$ cat config.mk
export PLATFORM = sky130hd
export DESIGN_NAME = watchdog_unit
export DESIGN_NICKNAME = d
export VERILOG_FILES = /design/src/watchdog_pkg.sv /design/src/rc_tick_divider.sv /design/src/watchdog_unit.sv
export SDC_FILE = /design/constraint.sdc
export NUM_CORES = 1
export LEC_CHECK = 0
export ABC_AREA = 1
export BUFFER_PORTS_ARGS = -buffer_cell sky130_fd_sc_hd__buf_2
export CORE_UTILIZATION = 35
export DETAILED_ROUTE_END_ITERATION = 10
export PLACE_DENSITY = 0.62
export SLEW_MARGIN = 5
export SYNTH_ARGS = -nofsm -noshare
export SYNTH_HDL_FRONTEND = slang
export SYNTH_HIERARCHICAL = 1
export SYNTH_SLANG_ARGS = --single-unit
export TNS_END_PERCENT = 50
$ cat constraint.sdc
create_clock -name clk -period 2.3 [get_ports clk]
set_input_delay 0.23 -clock clk [delete_from_list [all_inputs] [get_ports clk]]
set_output_delay 0.23 -clock clk [all_outputs]
set_load 0.03 [all_outputs]
$ cat src/watchdog_pkg.sv
// watchdog_pkg: constants shared by the watchdog and its tick divider.
// assumes a 10 MHz system clock and the 12-bit CPU register address space.
package watchdog_pkg;
  localparam int CLK_HZ = 10_000_000;
  localparam int RC_HZ = 10_000;
  // whole system clocks per nominal rc oscillator period
  localparam int TICK_CYCLES = CLK_HZ / RC_HZ;
  localparam int ADDR_W = 12;
  localparam logic [11:0] ADDR_RESET_CAUSE = 12'hFF0;
  localparam logic [11:0] ADDR_RELOAD_UPPER = 12'hFF1;
  localparam logic [11:0] ADDR_RELOAD_HIGH = 12'hFF2;
  localparam logic [11:0] ADDR_RELOAD_LOW = 12'hFF3;
  localparam logic [7:0] RELOAD_UPPER_RESET = 8'h00;
  localparam logic [7:0] RELOAD_HIGH_RESET = 8'h04;
  localparam logic [7:0] RELOAD_LOW_RESET = 8'h00;
  localparam logic [7:0] RESET_CAUSE_RESET = 8'h00;
  localparam logic [7:0] RESET_CAUSE_READ_KEEP = 8'h0F;
  localparam int RESET_CAUSE_WDT_BIT = 5;
  localparam logic [23:0] REFRESH_FLOOR = 24'h000002;
  localparam logic [23:0] MIN_RELOAD = 24'h000004;
  localparam logic [23:0] COUNT_ONE = 24'h000001;
  localparam logic [23:0] COUNT_ZERO = 24'h000000;
  localparam logic [7:0] READ_UNMAPPED = 8'h00;
  typedef enum logic {WD_OFF, WD_ON} wd_state_type;
endpackage : watchdog_pkg

$ cat src/rc_tick_divider.sv
// rc_tick_divider: one-cycle enable standing in for the watchdog rc oscillator.
// assumes a single system clock; tick is registered.
`timescale 1ns/1ns
module rc_tick_divider #(
  parameter int DIVIDE = watchdog_pkg::TICK_CYCLES
) (
  input wire logic clk,
  input wire logic rst_n,
  output logic tick
);
  import watchdog_pkg::*;
  localparam int CW = $clog2(DIVIDE);
  localparam logic [CW-1:0] LAST = CW'(DIVIDE - 1);

  typedef struct packed {
    logic [CW-1:0] count;
    logic tick;
  } div_regs_type;

  div_regs_type r;
  div_regs_type next_r;

  always_comb begin
    next_r = r;
    next_r.tick = 1'b0;
    if (r.count == LAST) begin
      next_r.count = '0;
      next_r.tick = 1'b1;
    end else begin
      next_r.count = r.count + CW'(1);
    end
  end

  always_ff @(posedge clk) begin
    if (!rst_n) begin
      r <= '0;
    end else begin
      r <= next_r;
    end
  end

  assign tick = r.tick;
endmodule : rc_tick_divider

$ cat src/watchdog_unit.sv
// watchdog_unit: 24-bit reloadable down-counting watchdog with byte reload registers.
// assumes cpu register strobes and option bits are synchronous to clk.
// What this block does
// - single time-out response at terminal count
// - counts only on rc oscillator ticks
// - two states; once on, never off
// - enabled by instruction or always-on option
// - always-on option starts counting after reset
// - reload value is upper, high, low bytes
// - refresh ignored at count two or lower
// - reads give live count, writes set reload
// - response select: set resets, clear interrupts
// - always-on gives no way to disable
// - reset cause records time-out, read clears upper
`timescale 1ns/1ns
module watchdog_unit #(
  parameter int TICK_DIVIDE = watchdog_pkg::TICK_CYCLES
) (
  input wire logic clk,
  input wire logic rst_n,
  input wire logic wdt_instr,
  input wire logic always_on_option,
  input wire logic timeout_response_select,
  input wire logic [watchdog_pkg::ADDR_W-1:0] reg_addr,
  input wire logic reg_wr,
  input wire logic reg_rd,
  input wire logic [7:0] reg_wdata,
  output logic [7:0] reg_rdata,
  output logic watchdog_reset,
  output logic watchdog_irq
);
  import watchdog_pkg::*;

  typedef struct packed {
    wd_state_type mode;
    logic started;
    logic [23:0] count;
    logic [7:0] reload_upper_byte;
    logic [7:0] reload_high_byte;
    logic [7:0] reload_low_byte;
    logic [7:0] rdata;
    logic [7:0] reset_cause_register;
    logic reset_req;
    logic irq_req;
  } wd_regs_type;

  localparam wd_regs_type RESET_STATE = '{
    mode: WD_OFF,
    started: 1'b0,
    count: COUNT_ZERO,
    reload_upper_byte: RELOAD_UPPER_RESET,
    reload_high_byte: RELOAD_HIGH_RESET,
    reload_low_byte: RELOAD_LOW_RESET,
    rdata: READ_UNMAPPED,
    reset_cause_register: RESET_CAUSE_RESET,
    reset_req: 1'b0,
    irq_req: 1'b0
  };

  wd_regs_type r;
  wd_regs_type next_r;
  logic tick;
  logic [23:0] reload;
  logic terminal_step;

  // slow rate is an enable on clk, so there is no clock crossing to guard
  rc_tick_divider #(.DIVIDE(TICK_DIVIDE)) u_tick (
    .clk(clk),
    .rst_n(rst_n),
    .tick(tick)
  );

  assign reload = {r.reload_upper_byte, r.reload_high_byte, r.reload_low_byte};
  // last tick of a load; the response and the cause bit are raised on it
  assign terminal_step = r.mode == WD_ON && tick && r.count == COUNT_ONE;

  always_comb begin
    next_r = r;
    next_r.reset_req = 1'b0;
    next_r.irq_req = 1'b0;
    if (reg_wr) begin
      case (reg_addr)
        ADDR_RELOAD_UPPER: next_r.reload_upper_byte = reg_wdata;
        ADDR_RELOAD_HIGH: next_r.reload_high_byte = reg_wdata;
        ADDR_RELOAD_LOW: next_r.reload_low_byte = reg_wdata;
        default: next_r.rdata = r.rdata;
      endcase
    end
    // writes to the reset cause address hit the default arm and change nothing
    if (reg_rd) begin
      case (reg_addr)
        ADDR_RELOAD_UPPER: next_r.rdata = r.count[23:16];
        ADDR_RELOAD_HIGH: next_r.rdata = r.count[15:8];
        ADDR_RELOAD_LOW: next_r.rdata = r.count[7:0];
        ADDR_RESET_CAUSE: begin
          next_r.rdata = r.reset_cause_register;
          next_r.reset_cause_register = r.reset_cause_register & RESET_CAUSE_READ_KEEP;
        end
        default: next_r.rdata = READ_UNMAPPED;
      endcase
    end
    // option captured once after reset release; an active-low bit means auto start
    if (!r.started) begin
      next_r.started = 1'b1;
      if (!always_on_option) begin
        next_r.mode = WD_ON;
        next_r.count = reload;
      end
    end
    case (r.mode)
      WD_OFF: begin
        if (r.started && wdt_instr) begin
          next_r.mode = WD_ON;
          next_r.count = reload;
        end
      end
      WD_ON: begin
        // no path back to off: only a device reset stops it
        // refresh outranks a tick landing in the same cycle
        if (wdt_instr && r.count > REFRESH_FLOOR) begin
          next_r.count = reload;
        end else if (tick && r.count != COUNT_ZERO) begin
          next_r.count = r.count - COUNT_ONE;
          if (r.count == COUNT_ONE) begin
            // parks at zero, so the response fires once per load
            if (timeout_response_select) begin
              next_r.reset_req = 1'b1;
            end else begin
              next_r.irq_req = 1'b1;
            end
            next_r.reset_cause_register[RESET_CAUSE_WDT_BIT] = 1'b1;
          end
        end
      end
      default: next_r.mode = WD_OFF;
    endcase
  end

  always_ff @(posedge clk) begin
    if (!rst_n) begin
      r <= RESET_STATE;
    end else begin
      r <= next_r;
    end
  end

  assign reg_rdata = r.rdata;
  assign watchdog_reset = r.reset_req;
  assign watchdog_irq = r.irq_req;
endmodule : watchdog_unit

## Word level (Yosys, flattened, before mapping)

Index checks and enable logic that the tools add are counted.
W data, S select, Z words.

- Output and inout port bits: 10
- Word-level logic and storage cells: 53
- Input port bits: 27
- Register bits: 72

- Bitwise logic cells: 4
- Reductions and logical operators: 9
- Add/subtract/negate cells: 2
- Mux-type cells: 19
- Order comparisons: 1
- Equality and inequality tests: 6

Operator list:

| kind | number |
|---|---|
| $mux W24 | 4 |
| $eq A12 B12 Y1 const B | 4 |
| $pmux W24 S2 | 1 |
| $pmux W8 S4 | 1 |
| $mux W26 | 1 |
| $eq A24 B1 Y1 const B | 1 |
| $gt A24 B2 Y1 const B | 1 |
| $reduce_bool A24 Y1 | 1 |
| $sub A24 B1 Y24 const B | 1 |
| $mux W16 | 1 |
| $add A10 B1 Y10 const B | 1 |
| $eq A10 B10 Y1 const B | 1 |
| $mux W1 | 10 |
| $mux W6 | 1 |
| $reduce_and A2 Y1 | 3 |
| $reduce_or A5 Y1 | 1 |
| $not A1 Y1 | 4 |
| $logic_and A1 B1 Y1 | 3 |
| $reduce_or A2 Y1 | 1 |

## Depth between registers and ports, before layout

- Depth after elaboration: 7
- Gate-level depth with buffers: 13

## Cells and area by module

Netlist, hierarchy kept.

By module, submodules not included:

| module | sequential area each (sq um) | cells an instance | times used | area each (sq um) |
|---|---|---|---|---|
| watchdog_unit | 1,221.2 | 700 | 1 | 4,235.3 |
| rc_tick_divider | 220.2 | 71 | 1 | 504.2 |

## Worst setup path before layout

Ideal clock, no wire load.

- Kind: flip-flop to flip-flop
- Start point: register r[42] (netlist bit)
- End point: register r[62] (netlist bit)
- Period minus slack after synthesis: 1,609 ps
- Path buffers: 0
- Required time: 2,230 ps
- Cell stages (with the launch flop): 11
- Setup slack: 691 ps
- Arrival: 1,539 ps
- Library setup time: 70 ps
- Cells stage by stage: dfxtp_1 -> inv_1 -> ha_1 -> nand2_1 -> nor2_1 -> nand2_1 -> o21ai_0 -> nand3_1 -> nand2_1 -> nand2_1 -> a21oi_1

- Cells in the longest elaborated chain, start to end: 5
- Elaborated cells between the ends (all ways): 8

Ends and longest elaborated chain:

| what | line | RTL |
|---|---|---|
| from (decl) | watchdog_unit.sv:60 | `wd_regs_type r;` |
| from (signal assigned) | watchdog_unit.sv:143 | `r <= next_r;` |
| parallel branches: the longest is 3 deep, another holds $sub A24 B1 Y24 | - |  |
| $mux W24 (*) | watchdog_unit.sv:120 | `if (wdt_instr && r.count > REFRESH_FLOOR) begin` |
| $pmux W24 S2 (*) | watchdog_unit.sv:110 | `case (r.mode)` |

Every way passes the cells marked *.
A chain may end at the register's enable or synchronous reset.

## Final worst setup path

- Start point: register r[42] (netlist bit)
- End point: register r[60] (netlist bit)

Same word-level chain as after synthesis.

==> results_dict.tcl <==
set metrics [dict create \
    status "finished, final reports clean" \
    dp_worst_setup_slack_ns 0.358 \
    clk_latency_ns 0.35 \
    hold_viol 0 \
    clkPwrFrac_pct 44.4 \
    postSynthCellCount 771 \
    drv_cap 0 \
    post-route-period-util_pct 86.1 \
    fin_cells 989 \
    finalWeightedCongestion 0.944 \
    drtPass1Iterations 5 \
    cp_max_fo 28 \
    coreArea_sq_um 13200 \
    fin_worst_skew_ns 0.00860 \
    p_int_w 0.00260 \
    slew_headroom_pct 62.3 \
    seqPwrFrac_pct 35.8 \
    grt_pass1_wl_microns 23200 \
    switching_share_pct 30.4 \
    cts.sinks 72 \
    maxSlewViolCount 0 \
    cts_resized 0 \
    fin_hold_ws_ns 0.0486 \
    drt-initial-drc-count 402 \
    drt-wirelength-per-cell_microns 14.7 \
    numCtsBuffers 9 \
    track_usage_pct 21.3 \
    end_kind "flop" \
    hold_buffers 0 \
    p_comb_share_pct 19.8 \
    cp.arrival_ns 2.20 \
    drc 0 \
    p_leak_nw 2.42 \
    crit_path_start_kind "flop" \
    final.min_clock_period_ns 1.98 \
    gr-total-overflow 0 \
    setup_violations 0 \
    synth_area_sq_um 4740 \
    rows 42 \
    synth_seq_cells 72 \
    rsz0062_at_grt "no" \
    initial_core_util_pct 35.8 \
    io_pins 37 \
    vias_per_cell 5.00 \
    clk_pin_slew_ns 0.06 \
    antenna_cells 0 \
    yosys_warnings 6 \
    setup_ws_ns 0.319 \
    yosys.cell_types.count 39 \
    rrSetupSlack_ns 0.32 \
    dp_hpwl_microns 10600 \
    drive_above_1_share_pct 13.5 \
    wl_met3_microns 1230 \
    cts_setup_buffers 0 \
    required_ns 2.51 \
    yosysSeqAreaShare_pct 30.4 \
    die_w_microns 118 \
    switching_power_w 0.00114 \
    syn_area_per_cell_sq_um 6.15 \
    cts_tree "built" \
    antenna_found_initial 0 \
    cts.path.max_buffers 2 \
    io_buffers 36 \
    area_delta_synth_final_pct 15.6 \
    die-height_microns 118 \
    fin_tns_setup_ns 0 \
    met1_length_microns 7110 \
    wl_met2_microns 5950 \
    final_nets 840 \
    h-tree-depth 3 \
    antenna_left 0 \
    placedCellCount 973 \
    clockRootBuffer "clkbuf_16" \
    wl_microns 14600 \
    power_density_nw_per_um2 683 \
    vdd_ir_drop_max_v 0.000352 \
    syn_nets 803 \
    top_layer_used "met4" \
    crit_type "flop to flop" \
    fmax_mhz 505 \
    hold_class "input pin to flop" \
    grt_pass1_vias 4396 \
    max_slew.worst_pin.slew_ns 0.563 \
    grt_max_degree 39 \
    dieArea_sq_um 14000 \
    vias 4941 \
]
[kinds of logic after synthesis]
logic type                 synth area share (%)
DFF                                        30.4
adders and majority gates                  1.32
xor gates and xnor gates                   2.03
buffers and inverters                      12.3
and+or+nand+nor                            37.8
AOI/OAI and AO/OA                          16.2
[area by class of cell]
cell class	instances	area [sq um]
tap	176	220
clock buffer	9	225
multi-input combinational	566	2720
clock inverter	7	120
sequential	72	1440
inverter	97	367
timing repair buffer	62	388
fill	1475	7760
[per-layer routing]
layer | track usage (%) | up-vias
met3 | 5.60 | 20
met5 | 0.735 | -
met4 | 8.15 | 0
li1 | - | 2552
met1 | 29.8 | 2193
met2 | 31.1 | 176
[flip-flops by register name, summed over array words and instances (netlist names)]
register        count
u_tick/r           10
watchdog_irq        1
reg_rdata           8
r                  51
watchdog_reset      1
u_tick/tick         1
[Yosys cell counts, drive strengths merged]
master / count / area (sq um)
a211oi: 1 / 7.51
a21oi: 58 / 290
a311oi: 1 / 8.76
a31oi: 7 / 43.8
and2: 2 / 12.5
buf: 21 / 161
clkbuf: 15 / 56.3
clkinv: 3 / 11.3
dfxtp: 72 / 1440
ha: 5 / 62.6
inv: 94 / 355
nand2: 217 / 843
nand2b: 1 / 6.26
nand3: 63 / 338
nand3b: 1 / 7.51
nand4: 11 / 68.8
nor2: 90 / 398
nor3: 19 / 100
nor4b: 1 / 8.76
o211ai: 10 / 75.1
o21ai: 64 / 320
o22ai: 2 / 12.5
o31ai: 1 / 7.51
or2: 1 / 6.26
xnor2: 3 / 26.3
xor2: 8 / 70.1
[layout by cell type (no fill, tap or decap), drive strengths merged]
cell        n
nand2b      1
o31ai       1
and2        2
ha          5
a311oi      1
a211oi      1
or2         1
a21oi      58
nor3       19
nor2       90
o211ai     10
nand4      11
xnor2       3
xor2        8
bufinv      3
buf        62
nand2     217
clkbuf      9
nor4b       1
o21ai      64
clkinv      6
nand3b      1
dfxtp      72
clkinvlp    1
inv        94
o22ai       2
a31oi       7
nand3      63
[critical path, cell delays in order (launching register included)]
cell and delay, ns:
dfxtp_1 0.35, inv_1 0.21, ha_1 0.19, nand2_1 0.07, nor2_2 0.16, nand3_4 0.14
nand2_8 0.22, inv_4 0.15, nand2_1 0.14, nand3_1 0.08, nand2_1 0.06, a21oi_1 0.06
[final timing paths]
kind	from	end	cells past startpoint
worst max-delay path	r[42]	r[60]	11
worst max register to register	r[42]	r[60]	11
worst min-delay path	timeout_response_select	watchdog_irq	2
worst min register to register	reg_rdata[2]	reg_rdata[2]	2
[power groups by stage]
stage	sequential (W)	combinational, W	clock [W]
finish	0.00134	0.000740	0.00166
global route	0.00135	0.000826	0.00173
CTS	0.00134	0.000731	0.00168
detailed placement	0.00137	0.000726	0
global placement	0.00137	0.000729	0
floorplan	0.00136	0.000503	0
[per-stage QoR]
step	area, sq um	utilization [%]	power, W
after global routing	5480	41.4	0.00390
after floorplan	4740	-	0.00186
final	5480	41.4	0.00374
after CTS	5480	41.4	0.00375
after detailed placement	5130	38.8	0.00209
after global placement	5130	38.8	0.00210
No activity file was read; power rests on OpenSTA's default activity.
